## src/core/ssr_map.vh

```
// address map, field positions and reset values of the status reporting block
`ifndef SSR_MAP_VH
`define SSR_MAP_VH

// group selectors on the command port
`define SSR_GRP_W 3
`define SSR_GRP_DEVICE 3'h0
`define SSR_GRP_QUEST 3'h1
`define SSR_GRP_OPER 3'h2
`define SSR_GRP_STD 3'h3
`define SSR_GRP_TOP 3'h4

// part selectors on the command port
`define SSR_PART_W 3
`define SSR_PART_LIVE 3'h0
`define SSR_PART_RISE 3'h1
`define SSR_PART_FALL 3'h2
`define SSR_PART_FLAGS 3'h3
`define SSR_PART_MASK 3'h4

// top group: live part is the status byte, mask part the service request mask
`define SSR_TOP_LIVE `SSR_PART_LIVE
`define SSR_TOP_MASK `SSR_PART_MASK

// status byte bit positions
`define SSR_STB_UNUSED 0
`define SSR_STB_DEVICE 1
`define SSR_STB_ERRQ 2
`define SSR_STB_QUEST 3
`define SSR_STB_MSG 4
`define SSR_STB_STD 5
`define SSR_STB_SUMMARY 6
`define SSR_STB_OPER 7

// group part width and the always-zero top bit
`define SSR_PART_BITS 16
`define SSR_PART_TOPBIT 15
`define SSR_PART_LIVE_MASK 16'h7FFF

// reset values
`define SSR_RISE_RST 16'h7FFF
`define SSR_FALL_RST 16'h0000
`define SSR_MASK_RST 16'h0000
`define SSR_STD_MASK_RST 8'h00
`define SSR_SRM_RST 8'h00

`endif

```

## src/core/ssr_status_reporting.v

```verilog
// hierarchical status reporting: register groups, status byte and service request
`timescale 1ns/100ps
`include "ssr_map.vh"

// Function
// every group has five 16-bit parts; one status keeps one bit position. The standard and top groups here have only two 8-bit parts.
// bit 15 of every part of every group always reads zero.
// live part follows hardware or lower sum; read-only, unaffected by reads.
// live bit rising sets its flag when the rise filter bit is one.
// live bit falling sets its flag when the fall filter bit is one.
// rise and fall filters are writable and readable; reads leave them alone.
// flags keep every filtered event until the flags part is read.
// flags part is read-only; a read returns contents then clears all.
// sum bit is OR of flags ANDed with mask; zero mask bit excludes.
// mask part is writable and readable; reads leave it unchanged.
// each group sum feeds an assigned live bit of the next higher level.
// status byte bit 6 summarises the other status byte bits.
// status byte readable by query or serial poll, returning current value.
// service request mask has one bit per status bit; bit 6 ignored.
// enabled status byte bit going 0 to 1 raises a service request.
// service request mask is written and read back by commands.
// status bit 0 unused; bit 1 carries the device group sum.
// status bit 2 is set while the error queue holds an entry.
// with bit 2 enabled, every new error entry raises a service request.
// status bit 3 is the questionable group sum.
// status bit 4 is set while an output message waits.
// status bit 5 is the standard flags summary.
// status bit 6 set when any other enabled status bit is set.
// status bit 7 is the operation group sum.
// a flag set in the same cycle as its clearing read is kept.
module ssr_status_reporting (
  // clock, reset, enable
  input wire CORE_CLK_I,
  input wire NRST_I,
  input wire CE_I,
  // hardware status
  input wire [15:0] DEV_STATUS_I,
  input wire [15:0] QUEST_STATUS_I,
  input wire [15:0] OPER_STATUS_I,
  input wire [7:0] STD_EVENT_I,
  input wire ERRQ_NOT_EMPTY_I,
  input wire ERRQ_NEW_ENTRY_I,
  input wire OUTPUT_MESSAGE_WAITING_I,
  // command port
  input wire CMD_VALID_I,
  input wire CMD_WRITE_I,
  input wire [2:0] CMD_GROUP_I,
  input wire [2:0] CMD_PART_I,
  input wire [15:0] CMD_WDATA_I,
  input wire SERIAL_POLL_I,
  // answers
  output reg RSP_VALID_O,
  output reg [15:0] RSP_DATA_O,
  output reg [7:0] TOP_STATUS_BYTE_O,
  output reg SERVICE_REQUEST_O
);
  reg [7:0] standard_flags_group;
  reg [7:0] standard_flags_mask;
  reg [7:0] service_request_mask;
  reg [7:0] prev_req;
  wire cmd_rd;
  wire cmd_wr;
  // group and part decode shared by every strobe
  wire sel_dev;
  wire sel_qst;
  wire sel_opr;
  wire sel_std;
  wire sel_top;
  wire part_rise;
  wire part_fall;
  wire part_flags;
  wire part_mask;
  wire dev_wr_rise;
  wire dev_wr_fall;
  wire dev_wr_mask;
  wire dev_rd_flags;
  wire qst_wr_rise;
  wire qst_wr_fall;
  wire qst_wr_mask;
  wire qst_rd_flags;
  wire opr_wr_rise;
  wire opr_wr_fall;
  wire opr_wr_mask;
  wire opr_rd_flags;
  wire std_wr_mask;
  wire top_wr_mask;
  wire [15:0] dev_live;
  wire [15:0] dev_rise;
  wire [15:0] dev_fall;
  wire [15:0] dev_flags;
  wire [15:0] dev_mask;
  wire [15:0] qst_live;
  wire [15:0] qst_rise;
  wire [15:0] qst_fall;
  wire [15:0] qst_flags;
  wire [15:0] qst_mask;
  wire [15:0] opr_live;
  wire [15:0] opr_rise;
  wire [15:0] opr_fall;
  wire [15:0] opr_flags;
  wire [15:0] opr_mask;
  // sums of the three lower groups
  wire dev_sum;
  wire qst_sum;
  wire opr_sum;
  wire standard_flags_summary;
  wire std_rd;
  wire [7:0] next_std;
  wire [7:0] others;
  wire service_pending_summary;
  wire [7:0] next_stb;
  wire [7:0] req;
  wire raise;
  // answer path
  reg [15:0] rd_mux;

  assign cmd_rd = CMD_VALID_I & ~CMD_WRITE_I;
  assign cmd_wr = CMD_VALID_I & CMD_WRITE_I;
  assign sel_dev = CMD_GROUP_I == `SSR_GRP_DEVICE;
  assign sel_qst = CMD_GROUP_I == `SSR_GRP_QUEST;
  assign sel_opr = CMD_GROUP_I == `SSR_GRP_OPER;
  assign sel_std = CMD_GROUP_I == `SSR_GRP_STD;
  assign sel_top = CMD_GROUP_I == `SSR_GRP_TOP;
  assign part_rise = CMD_PART_I == `SSR_PART_RISE;
  assign part_fall = CMD_PART_I == `SSR_PART_FALL;
  assign part_flags = CMD_PART_I == `SSR_PART_FLAGS;
  assign part_mask = CMD_PART_I == `SSR_PART_MASK;
  // live and flag parts get no write strobe, so writes to them fall away
  assign dev_wr_rise = cmd_wr & sel_dev & part_rise;
  assign dev_wr_fall = cmd_wr & sel_dev & part_fall;
  assign dev_wr_mask = cmd_wr & sel_dev & part_mask;
  assign dev_rd_flags = cmd_rd & sel_dev & part_flags;
  assign qst_wr_rise = cmd_wr & sel_qst & part_rise;
  assign qst_wr_fall = cmd_wr & sel_qst & part_fall;
  assign qst_wr_mask = cmd_wr & sel_qst & part_mask;
  assign qst_rd_flags = cmd_rd & sel_qst & part_flags;
  assign opr_wr_rise = cmd_wr & sel_opr & part_rise;
  assign opr_wr_fall = cmd_wr & sel_opr & part_fall;
  assign opr_wr_mask = cmd_wr & sel_opr & part_mask;
  assign opr_rd_flags = cmd_rd & sel_opr & part_flags;
  assign std_wr_mask = cmd_wr & sel_std & part_mask;
  assign top_wr_mask = cmd_wr & sel_top & part_mask;

  ssr_group #(
    .WIDTH(`SSR_PART_BITS),
    .RISE_RST(`SSR_RISE_RST)
  ) u_dev (
    .clk_i(CORE_CLK_I),
    .nrst_i(NRST_I),
    .ce_i(CE_I),
    .hw_i(DEV_STATUS_I),
    .wr_rise_i(dev_wr_rise),
    .wr_fall_i(dev_wr_fall),
    .wr_mask_i(dev_wr_mask),
    .rd_flags_i(dev_rd_flags),
    .wdata_i(CMD_WDATA_I),
    .live_o(dev_live),
    .rise_o(dev_rise),
    .fall_o(dev_fall),
    .flags_o(dev_flags),
    .mask_o(dev_mask),
    .sum_o(dev_sum)
  );

  ssr_group #(
    .WIDTH(`SSR_PART_BITS),
    .RISE_RST(`SSR_RISE_RST)
  ) u_qst (
    .clk_i(CORE_CLK_I),
    .nrst_i(NRST_I),
    .ce_i(CE_I),
    .hw_i(QUEST_STATUS_I),
    .wr_rise_i(qst_wr_rise),
    .wr_fall_i(qst_wr_fall),
    .wr_mask_i(qst_wr_mask),
    .rd_flags_i(qst_rd_flags),
    .wdata_i(CMD_WDATA_I),
    .live_o(qst_live),
    .rise_o(qst_rise),
    .fall_o(qst_fall),
    .flags_o(qst_flags),
    .mask_o(qst_mask),
    .sum_o(qst_sum)
  );

  ssr_group #(
    .WIDTH(`SSR_PART_BITS),
    .RISE_RST(`SSR_RISE_RST)
  ) u_opr (
    .clk_i(CORE_CLK_I),
    .nrst_i(NRST_I),
    .ce_i(CE_I),
    .hw_i(OPER_STATUS_I),
    .wr_rise_i(opr_wr_rise),
    .wr_fall_i(opr_wr_fall),
    .wr_mask_i(opr_wr_mask),
    .rd_flags_i(opr_rd_flags),
    .wdata_i(CMD_WDATA_I),
    .live_o(opr_live),
    .rise_o(opr_rise),
    .fall_o(opr_fall),
    .flags_o(opr_flags),
    .mask_o(opr_mask),
    .sum_o(opr_sum)
  );

  // standard flags: event pulses latch directly, read clears, set wins
  assign std_rd = cmd_rd & sel_std & part_flags;
  assign next_std = (std_rd ? 8'h00 : standard_flags_group) | STD_EVENT_I;
  assign standard_flags_summary = |(standard_flags_group & standard_flags_mask);

  // status byte assembly; sums of lower groups feed it directly
  assign others[`SSR_STB_UNUSED] = 1'b0;
  assign others[`SSR_STB_DEVICE] = dev_sum;
  assign others[`SSR_STB_ERRQ] = ERRQ_NOT_EMPTY_I;
  assign others[`SSR_STB_QUEST] = qst_sum;
  assign others[`SSR_STB_MSG] = OUTPUT_MESSAGE_WAITING_I;
  assign others[`SSR_STB_STD] = standard_flags_summary;
  assign others[`SSR_STB_SUMMARY] = 1'b0;
  assign others[`SSR_STB_OPER] = opr_sum;
  // mask bit 6 never takes part
  assign req = others & service_request_mask & 8'hBF;
  assign service_pending_summary = |req;
  assign next_stb = others | {1'b0, service_pending_summary, 6'h00};

  // request on an enabled 0-to-1 edge, or on each new error entry while enabled
  assign raise = (|(req & ~prev_req)) |
                 (ERRQ_NEW_ENTRY_I & service_request_mask[`SSR_STB_ERRQ]);

  always @* begin
    rd_mux = 16'h0000;
    case (CMD_GROUP_I)
      `SSR_GRP_DEVICE: begin
        case (CMD_PART_I)
          `SSR_PART_LIVE: rd_mux = dev_live;
          `SSR_PART_RISE: rd_mux = dev_rise;
          `SSR_PART_FALL: rd_mux = dev_fall;
          `SSR_PART_FLAGS: rd_mux = dev_flags;
          `SSR_PART_MASK: rd_mux = dev_mask;
          default: rd_mux = 16'h0000;
        endcase
      end
      `SSR_GRP_QUEST: begin
        case (CMD_PART_I)
          `SSR_PART_LIVE: rd_mux = qst_live;
          `SSR_PART_RISE: rd_mux = qst_rise;
          `SSR_PART_FALL: rd_mux = qst_fall;
          `SSR_PART_FLAGS: rd_mux = qst_flags;
          `SSR_PART_MASK: rd_mux = qst_mask;
          default: rd_mux = 16'h0000;
        endcase
      end
      `SSR_GRP_OPER: begin
        case (CMD_PART_I)
          `SSR_PART_LIVE: rd_mux = opr_live;
          `SSR_PART_RISE: rd_mux = opr_rise;
          `SSR_PART_FALL: rd_mux = opr_fall;
          `SSR_PART_FLAGS: rd_mux = opr_flags;
          `SSR_PART_MASK: rd_mux = opr_mask;
          default: rd_mux = 16'h0000;
        endcase
      end
      `SSR_GRP_STD: begin
        case (CMD_PART_I)
          `SSR_PART_FLAGS: rd_mux = {8'h00, standard_flags_group};
          `SSR_PART_MASK: rd_mux = {8'h00, standard_flags_mask};
          default: rd_mux = 16'h0000;
        endcase
      end
      `SSR_GRP_TOP: begin
        case (CMD_PART_I)
          `SSR_TOP_LIVE: rd_mux = {8'h00, TOP_STATUS_BYTE_O};
          `SSR_TOP_MASK: rd_mux = {8'h00, service_request_mask};
          default: rd_mux = 16'h0000;
        endcase
      end
      default: rd_mux = 16'h0000;
    endcase
  end

  always @(posedge CORE_CLK_I or negedge NRST_I) begin
    if (!NRST_I) begin
      standard_flags_group <= 8'h00;
      standard_flags_mask <= `SSR_STD_MASK_RST;
      service_request_mask <= `SSR_SRM_RST;
      prev_req <= 8'h00;
      TOP_STATUS_BYTE_O <= 8'h00;
      SERVICE_REQUEST_O <= 1'b0;
      RSP_VALID_O <= 1'b0;
      RSP_DATA_O <= 16'h0000;
    end else if (CE_I) begin
      standard_flags_group <= next_std;
      prev_req <= req;
      TOP_STATUS_BYTE_O <= next_stb;
      if (std_wr_mask) begin
        standard_flags_mask <= CMD_WDATA_I[7:0];
      end
      if (top_wr_mask) begin
        service_request_mask <= CMD_WDATA_I[7:0];
      end
      // a serial poll acknowledges the request; a fresh edge raises it again
      if (raise) begin
        SERVICE_REQUEST_O <= 1'b1;
      end else if (SERIAL_POLL_I || !service_pending_summary) begin
        SERVICE_REQUEST_O <= 1'b0;
      end
      RSP_VALID_O <= cmd_rd | SERIAL_POLL_I;
      if (SERIAL_POLL_I) begin
        RSP_DATA_O <= {8'h00, TOP_STATUS_BYTE_O};
      end else if (cmd_rd) begin
        RSP_DATA_O <= rd_mux;
      end
    end
  end
endmodule // ssr_status_reporting

// one five-part status group
module ssr_group #(
  parameter WIDTH = 16,
  parameter [15:0] RISE_RST = 16'h7FFF
) (
  // clock, reset, enable
  input wire clk_i,
  input wire nrst_i,
  input wire ce_i,
  // hardware status and command strobes
  input wire [WIDTH-1:0] hw_i,
  input wire wr_rise_i,
  input wire wr_fall_i,
  input wire wr_mask_i,
  input wire rd_flags_i,
  input wire [WIDTH-1:0] wdata_i,
  // parts and sum bit
  output reg [WIDTH-1:0] live_o,
  output reg [WIDTH-1:0] rise_o,
  output reg [WIDTH-1:0] fall_o,
  output reg [WIDTH-1:0] flags_o,
  output reg [WIDTH-1:0] mask_o,
  output wire sum_o
);
  wire [WIDTH-1:0] keep_low;
  wire [WIDTH-1:0] next_live;
  wire [WIDTH-1:0] hit;
  wire [WIDTH-1:0] next_flags;

  // top bit held at zero so controllers never see a negative value
  assign keep_low = {1'b0, {(WIDTH-1){1'b1}}};
  assign next_live = hw_i & keep_low;
  assign hit = (next_live & ~live_o & rise_o) | (~next_live & live_o & fall_o);
  // a new hit survives a read in the same cycle
  assign next_flags = ((rd_flags_i ? {WIDTH{1'b0}} : flags_o) | hit) & keep_low;
  assign sum_o = |(flags_o & mask_o);

  always @(posedge clk_i or negedge nrst_i) begin
    if (!nrst_i) begin
      live_o <= {WIDTH{1'b0}};
      rise_o <= RISE_RST[WIDTH-1:0] & {1'b0, {(WIDTH-1){1'b1}}};
      fall_o <= {WIDTH{1'b0}};
      flags_o <= {WIDTH{1'b0}};
      mask_o <= {WIDTH{1'b0}};
    end else if (ce_i) begin
      live_o <= next_live;
      flags_o <= next_flags;
      if (wr_rise_i) begin
        rise_o <= wdata_i & keep_low;
      end
      if (wr_fall_i) begin
        fall_o <= wdata_i & keep_low;
      end
      if (wr_mask_i) begin
        mask_o <= wdata_i & keep_low;
      end
    end
  end
endmodule // ssr_group

```

## config.mk

```make
export PLATFORM = sky130hd
export DESIGN_NAME = ssr_status_reporting
export DESIGN_NICKNAME = d
export VERILOG_FILES = /design/src/core/ssr_status_reporting.v
export VERILOG_INCLUDE_DIRS = /design/src /design/src/core
export SDC_FILE = /design/constraint.sdc
export NUM_CORES = 1
export LEC_CHECK = 0
export BUFFER_PORTS_ARGS = -buffer_cell sky130_fd_sc_hd__buf_2
export CORE_MARGIN = 2
export CORE_UTILIZATION = 54
export CTS_CLUSTER_DIAMETER = 50
export DETAILED_ROUTE_END_ITERATION = 10
export GPL_TIMING_DRIVEN = 0
export PLACE_DENSITY_LB_ADDON = 0.2
export REMOVE_ABC_BUFFERS = 1
export SYNTH_ARGS = -nofsm -noshare
export SYNTH_HDL_FRONTEND = slang
export SYNTH_SLANG_ARGS = --single-unit
```

## constraint.sdc

```tcl
create_clock -name CORE_CLK_I -period 1.7 [get_ports CORE_CLK_I]
set_input_delay 0.34 -clock CORE_CLK_I [delete_from_list [all_inputs] [get_ports CORE_CLK_I]]
set_output_delay 0.34 -clock CORE_CLK_I [all_outputs]
set_load 0.05 [all_outputs]
```

# Word level (Yosys, flattened, before mapping)

Cells that the tools add are included.

Register bits: 282
Input bits: 87
Output and inout port bits: 26
Word-level logic and storage cells: 133

Eq/ne operators: 8
Mux-type cells: 14
Bitwise operators: 63
Reduce and logical (&&, ||, !) cells: 25

Operators with widths:

| cell                                                                   | count |
|---|---|
| 15-bit AND                                                             | 15 |
| 15-bit case mux with 5 select lines                                    | 3 |
| 15-bit NOT                                                             | 6 |
| 15-bit OR                                                              | 6 |
| 16-bit case mux with 5 select lines                                    | 1 |
| 16-bit OR reduction                                                    | 3 |
| 15-bit two-way mux                                                     | 3 |
| 16-bit two-way mux                                                     | 2 |
| 8-bit case mux with 2 select lines                                     | 2 |
| 1-bit AND                                                              | 27 |
| 2-bit AND reduction                                                    | 13 |
| 8-bit AND                                                              | 3 |
| 8-bit OR reduction                                                     | 2 |
| 3-bit by 2-bit equality test with 1-bit output (second input constant) | 4 |
| 8-bit two-way mux                                                      | 1 |
| 8-bit NOT                                                              | 1 |
| 8-bit by 7-bit OR with 8-bit output                                    | 1 |
| 8-bit OR                                                               | 1 |
| 7-bit OR reduction                                                     | 1 |
| 3-bit by 1-bit equality test with 1-bit output (second input constant) | 2 |
| 3-bit equality test (second input constant)                            | 2 |
| 3-bit zero test                                                        | 2 |
| 2-bit nonzero test                                                     | 2 |
| 1-bit two-way mux                                                      | 2 |
| 4 further kinds                                                        | 5 |

# Logic depth before layout (Yosys ltp)

Word-level depth: 8
Gate-level depth with buffers: 9

# Modules after synthesis

From an unflattened synthesis, not the netlist that was laid out.

Cell total of the unflattened synthesis: 1194
Area, all modules: 14301.2 sq um

Modules (own cells, without submodules):

| module               | times used | cells an instance | area each (sq um) |
|---|---|---|---|
| ssr_group            | 3          | 222               | 3154.3 |
| ssr_status_reporting | 1          | 528               | 4838.4 |

# Worst setup path after synthesis

OpenSTA, ideal clock, no wires.

Kind: input port to flip-flop
Start: in CMD_GROUP_I[1]
End: reg u_dev.fall_o[10]
Setup time: 125 ps
Data arrival time: 1641 ps
Required time: 1575 ps
Path slack: -66 ps
Cell stages on the path: 6
Path buffers: 3
Path through: buf_2 or3_1 buf_2 nor2_4 buf_6 mux2_2

Cells in the longest elaborated chain, start to end: 4

Ends and longest elaborated chain:

| item                                 | RTL line                   | RTL |
|---|---|---|
| start: declaration                   | ssr_status_reporting.v:47  | `input wire [2:0] CMD_GROUP_I,` |
| 3-bit zero test                      | --                         |  |
| 1-bit AND (2 in series)              | ssr_status_reporting.v:130 | `assign dev_wr_fall = cmd_wr & sel_dev & part_fall;` |
| 2-bit AND reduction (no source line) | --                         |  |
| end signal: assignment               | ssr_status_reporting.v:358 | `fall_o <= {WIDTH{1'b0}};` |
| end signal: assignment               | ssr_status_reporting.v:368 | `fall_o <= wdata_i & keep_low;` |
| end: declaration                     | ssr_status_reporting.v:336 | `output reg [WIDTH-1:0] fall_o,` |

Every way passes these cells.
A chain may end at the register's enable or synchronous reset.

# Worst setup path after layout

Start: reg u_opr.flags_o[7]
End: reg SERVICE_REQUEST_O

Cells in the longest elaborated chain, start to end: 8

Ends and longest elaborated chain:

| item                                                         | RTL line                                               | RTL |
|---|---|---|
| start: declaration                                           | ssr_status_reporting.v:337                             | `output reg [WIDTH-1:0] flags_o,` |
| start signal: assignment                                     | ssr_status_reporting.v:359                             | `flags_o <= {WIDTH{1'b0}};` |
| start signal: assignment                                     | ssr_status_reporting.v:363                             | `flags_o <= next_flags;` |
| 15-bit AND (*)                                               | ssr_status_reporting.v:352                             | `assign sum_o = \|(flags_o & mask_o);` |
| 16-bit OR reduction (*)                                      | ssr_status_reporting.v:352                             |  |
| 8-bit AND (*)                                                | ssr_status_reporting.v:222                             | `assign req = others & service_request_mask & 8'hBF;` |
| 8-bit AND / 7-bit OR reduction (equally long branches)       | ssr_status_reporting.v:227, ssr_status_reporting.v:223 |  |
| 8-bit OR reduction / 1-bit zero test (equally long branches) | ssr_status_reporting.v:227, ssr_status_reporting.v:304 |  |
| 1-bit OR / 1-bit logical OR (equally long branches)          | ssr_status_reporting.v:227, ssr_status_reporting.v:304 |  |
| 2-bit nonzero test (no source line)                          | --                                                     |  |
| 2-bit AND reduction (no source line)                         | --                                                     |  |
| end signal: assignment                                       | ssr_status_reporting.v:288                             | `SERVICE_REQUEST_O <= 1'b0;` |
| end signal: assignment                                       | ssr_status_reporting.v:303                             | `SERVICE_REQUEST_O <= 1'b1;` |
| end signal: assignment                                       | ssr_status_reporting.v:305                             | `SERVICE_REQUEST_O <= 1'b0;` |
| end: declaration                                             | ssr_status_reporting.v:55                              | `output reg SERVICE_REQUEST_O` |

Every way passes the cells marked *; elsewhere a longest branch is shown, timed or not.

==> results.toml <==
[synthesis]
synthTopCellsByArea = "dfrtp_1, mux2_2, dfstp_2"
netlist_area_um2 = 13840
synth.distinct_cells = 60
synth_seq_cells = 279
synthArstFlopShare_pct = 100.0
ys.flop_type = "dfrtp_1"
yosysTopAreaCellShare_pct = 42.31
synth_edf_count = 0
ys_warn_count = 0
synth-seq-area-share_pct = 50.85
yosys.area.top_type = "dfrtp_1"
netlist_instances = 1130
post_synth.cell_area_avg_um2 = 12.25

[routing]
first_pass_iters = 6
antenna_left = 0
finalWirelength_um = 39040
first_iter_violations = 925
vias = 10255
wl_per_cell_um = 24.68
viasPerCell = 6.482
drcViolationCount = 0

[timing]
worst_pin_slew_ns = 0.9215
slew_violations = 0
relSlewSlack_pct = 38.56
hold_viol = 55
setup_ws_ns = -0.2531
holdWs_ns = -0.2654
rsz0062_at_grt = "true"
post-route-period-util_pct = 114.9
fin_skew_ns = 0.009121
setup_tns_ns = -0.5595
max_freq_mhz = 512.0
post-route-min-period_ns = 1.953
finalSetupViolCount = 3

[cts]
cts_root_buffer = "clkbuf_16"
cts_tree = "yes"
cts_buffers = 31
clockBufferDepth = 3
clkTransAtPathRegs_ns = 0.06
htreeDepth = 1
cts.sinks = 279
insertion_delay_ns = 0.56

[place]
dpl_cell_area_um2 = 14510
place.gp.congestion = 0.8544
dp_hpwl_um = 24780
port_buffers = 106

[power_and_ir_drop]
p_per_area_nw_per_um2 = 1073
leakage_uw = 0.006984
total_power_uw = 17300
peakVddDrop_uv = 798.5

[finish]
area_growth_pct = 16.48
antennaDiodeCount = 0
drive_gt1_share_pct = 41.45
final_area_um2 = 16120
final_common_cell = "dfrtp_1"
final_util_pct = 64.02
fillers = 1930
mostFrequentLayoutCells = "dfrtp_1, mux2_2, buf_2"
fin_nets = 1315

[global_routing]
track_usage_pct = 28.93
grt_pass1_vias = 10072
antenna_found_initial = 0
grt_pass1_wl_um = 58950
grt_overflow_total = 0
grt_start_max_net_pins = 107

[floorplanning]
die-height_um = 164.1
ios = 113
core_um2 = 25180
die_x_um = 164.1
fp-row-count = 58
die_area_um2 = 26930
start_util_pct = 54.96

[critical_path]
worstPathBufferInverterCount = 1
crit_path_max_incr_delay_ns = 0.49
critPathRequiredTime_ns = 2.14
cp_top_family = "compound AO/OA/AOI/OAI gates"
startpoint_type = "flip-flop"
end_kind = "flip-flop"
path_max_fanout = 3
path_cells = "a222oi_1 -> nand3_2 -> buf_6 -> o31ai_4 -> nand4_1 -> a32o_1"
worst_ep_arrival_time_ns = 2.40
crit_slowest_cell = "a222oi_1"
crit_type = "flip-flop to flip-flop"

[status]
outcome = "finished with violations"
failed_checks = "hold timing, setup timing"

[hold_path]
hp-class = "input port to asynchronous set/reset pin"

[flow_run]
maxCapViolCount = 0
[cell families after synthesis]
kind of cell           Yosys count  synth area share (%)
other                            1               0.02710
and+or+nand+nor                193                 8.571
AOI/OAI and AO/OA              314                 16.04
DFF                            279                 50.85
buffers and inverters           82                 3.535
muxes                          261                 20.97
[sequential cells by signal, summed over array words and instances, names as in the netlist, 15 cells and up]
register	count
RSP_DATA_O	15
u_dev.fall_o	15
u_dev.flags_o	15
u_dev.live_o	15
u_dev.mask_o	15
u_dev.rise_o	15
u_opr.fall_o	15
u_opr.flags_o	15
u_opr.live_o	15
u_opr.mask_o	15
u_opr.rise_o	15
u_qst.fall_o	15
u_qst.flags_o	15
u_qst.live_o	15
u_qst.mask_o	15
u_qst.rise_o	15
[cell usage after synthesis (4+ instances only)]
master / count
o211ai_1: 4
nand4_1: 4
o22ai_1: 12
buf_2: 19
nor3_1: 9
and3_1: 8
nand2_1: 66
a21oi_1: 37
clkbuf_1: 13
mux2i_1: 29
a221oi_1: 8
nand3b_1: 47
nor2_4: 9
inv_1: 7
nand2_2: 4
a22o_1: 55
buf_4: 14
buf_1: 15
o21ai_0: 69
nand3_1: 7
buf_6: 14
nor2_1: 11
a22oi_1: 85
dfstp_2: 45
dfrtp_1: 234
o2bb2ai_1: 6
a2bb2oi_1: 11
a221o_1: 5
mux2_2: 232
[stage by stage]
| stage | std cells | hold WS (ns) | worst slack [ns] |
|---|---|---|---|
| after floorplan | 1056 | 0.04441 | -0.9658 |
| after global placement | 1492 | 0.4629 | -4.932 |
| after detailed placement | 1499 | 0.3418 | -1.744 |
| after CTS | 1577 | -0.2430 | -0.2505 |
| after global routing | 1582 | -0.2301 | -0.3190 |
| final | 1582 | -0.2654 | -0.2531 |
[worst register-to-register path, cell delays in order (launching register included)]
cell and delay [ns]:
dfrtp_1 0.41, a222oi_1 0.49, nand3_2 0.13, buf_6 0.16
o31ai_4 0.23, nand4_1 0.16, a32o_1 0.25
[path summary, 6_finish.rpt]
path / start / end / slack [ns] / cells past startpoint
min reg2reg: RSP_DATA_O[14] / RSP_DATA_O[14] / 0.49 / 2
max: u_opr.flags_o[7] / SERVICE_REQUEST_O / -0.25 / 6
min in group CORE_CLK_I: STD_EVENT_I[4] / standard_flags_group[4] / 0.01 / 2
max in group asynchronous: NRST_I / u_opr.rise_o[13] / 0.54 / 3
min: NRST_I / u_dev.fall_o[2] / -0.27 / 1
max reg2reg: u_opr.flags_o[7] / SERVICE_REQUEST_O / -0.25 / 6
[report_power, final]
group / total, uW / switching [uW] / internal, uW
clock: 6950 / 2770 / 4170
combinational: 2360 / 1280 / 1080
sequential: 7990 / 630 / 7370
[layout make-up]
type                       count  area [um2]  share of cell area (%)
inverter                       7       26.28                  0.1630
clock inverter                17       201.4                   1.250
sequential                   279        7038                   43.66
clock buffer                  40       859.6                   5.332
timing repair buffer         137        1064                   6.597
multi-input combinational    772        6519                   40.44
tap                          330       412.9                   2.561
[layer usage]
metal	vias up	GRT usage (%)	wire length, um
li1	4496	-	-
met1	5245	40.24	16630
met2	413	44.18	17690
met3	101	6.237	2941
met4	0	11.88	1786
met5	-	0	0
[what timing repair did]
item / 4_1_cts / 5_1_grt
endpoints found under the hold margin: 55 / 55
setup endpoints to repair: 222 / 74
cloned: 2 / 0
resized for setup: 26 / 23
setup buffers: 19 / 6
pin swaps: 15 / 5
No activity file was read; power rests on OpenSTA's default activity.
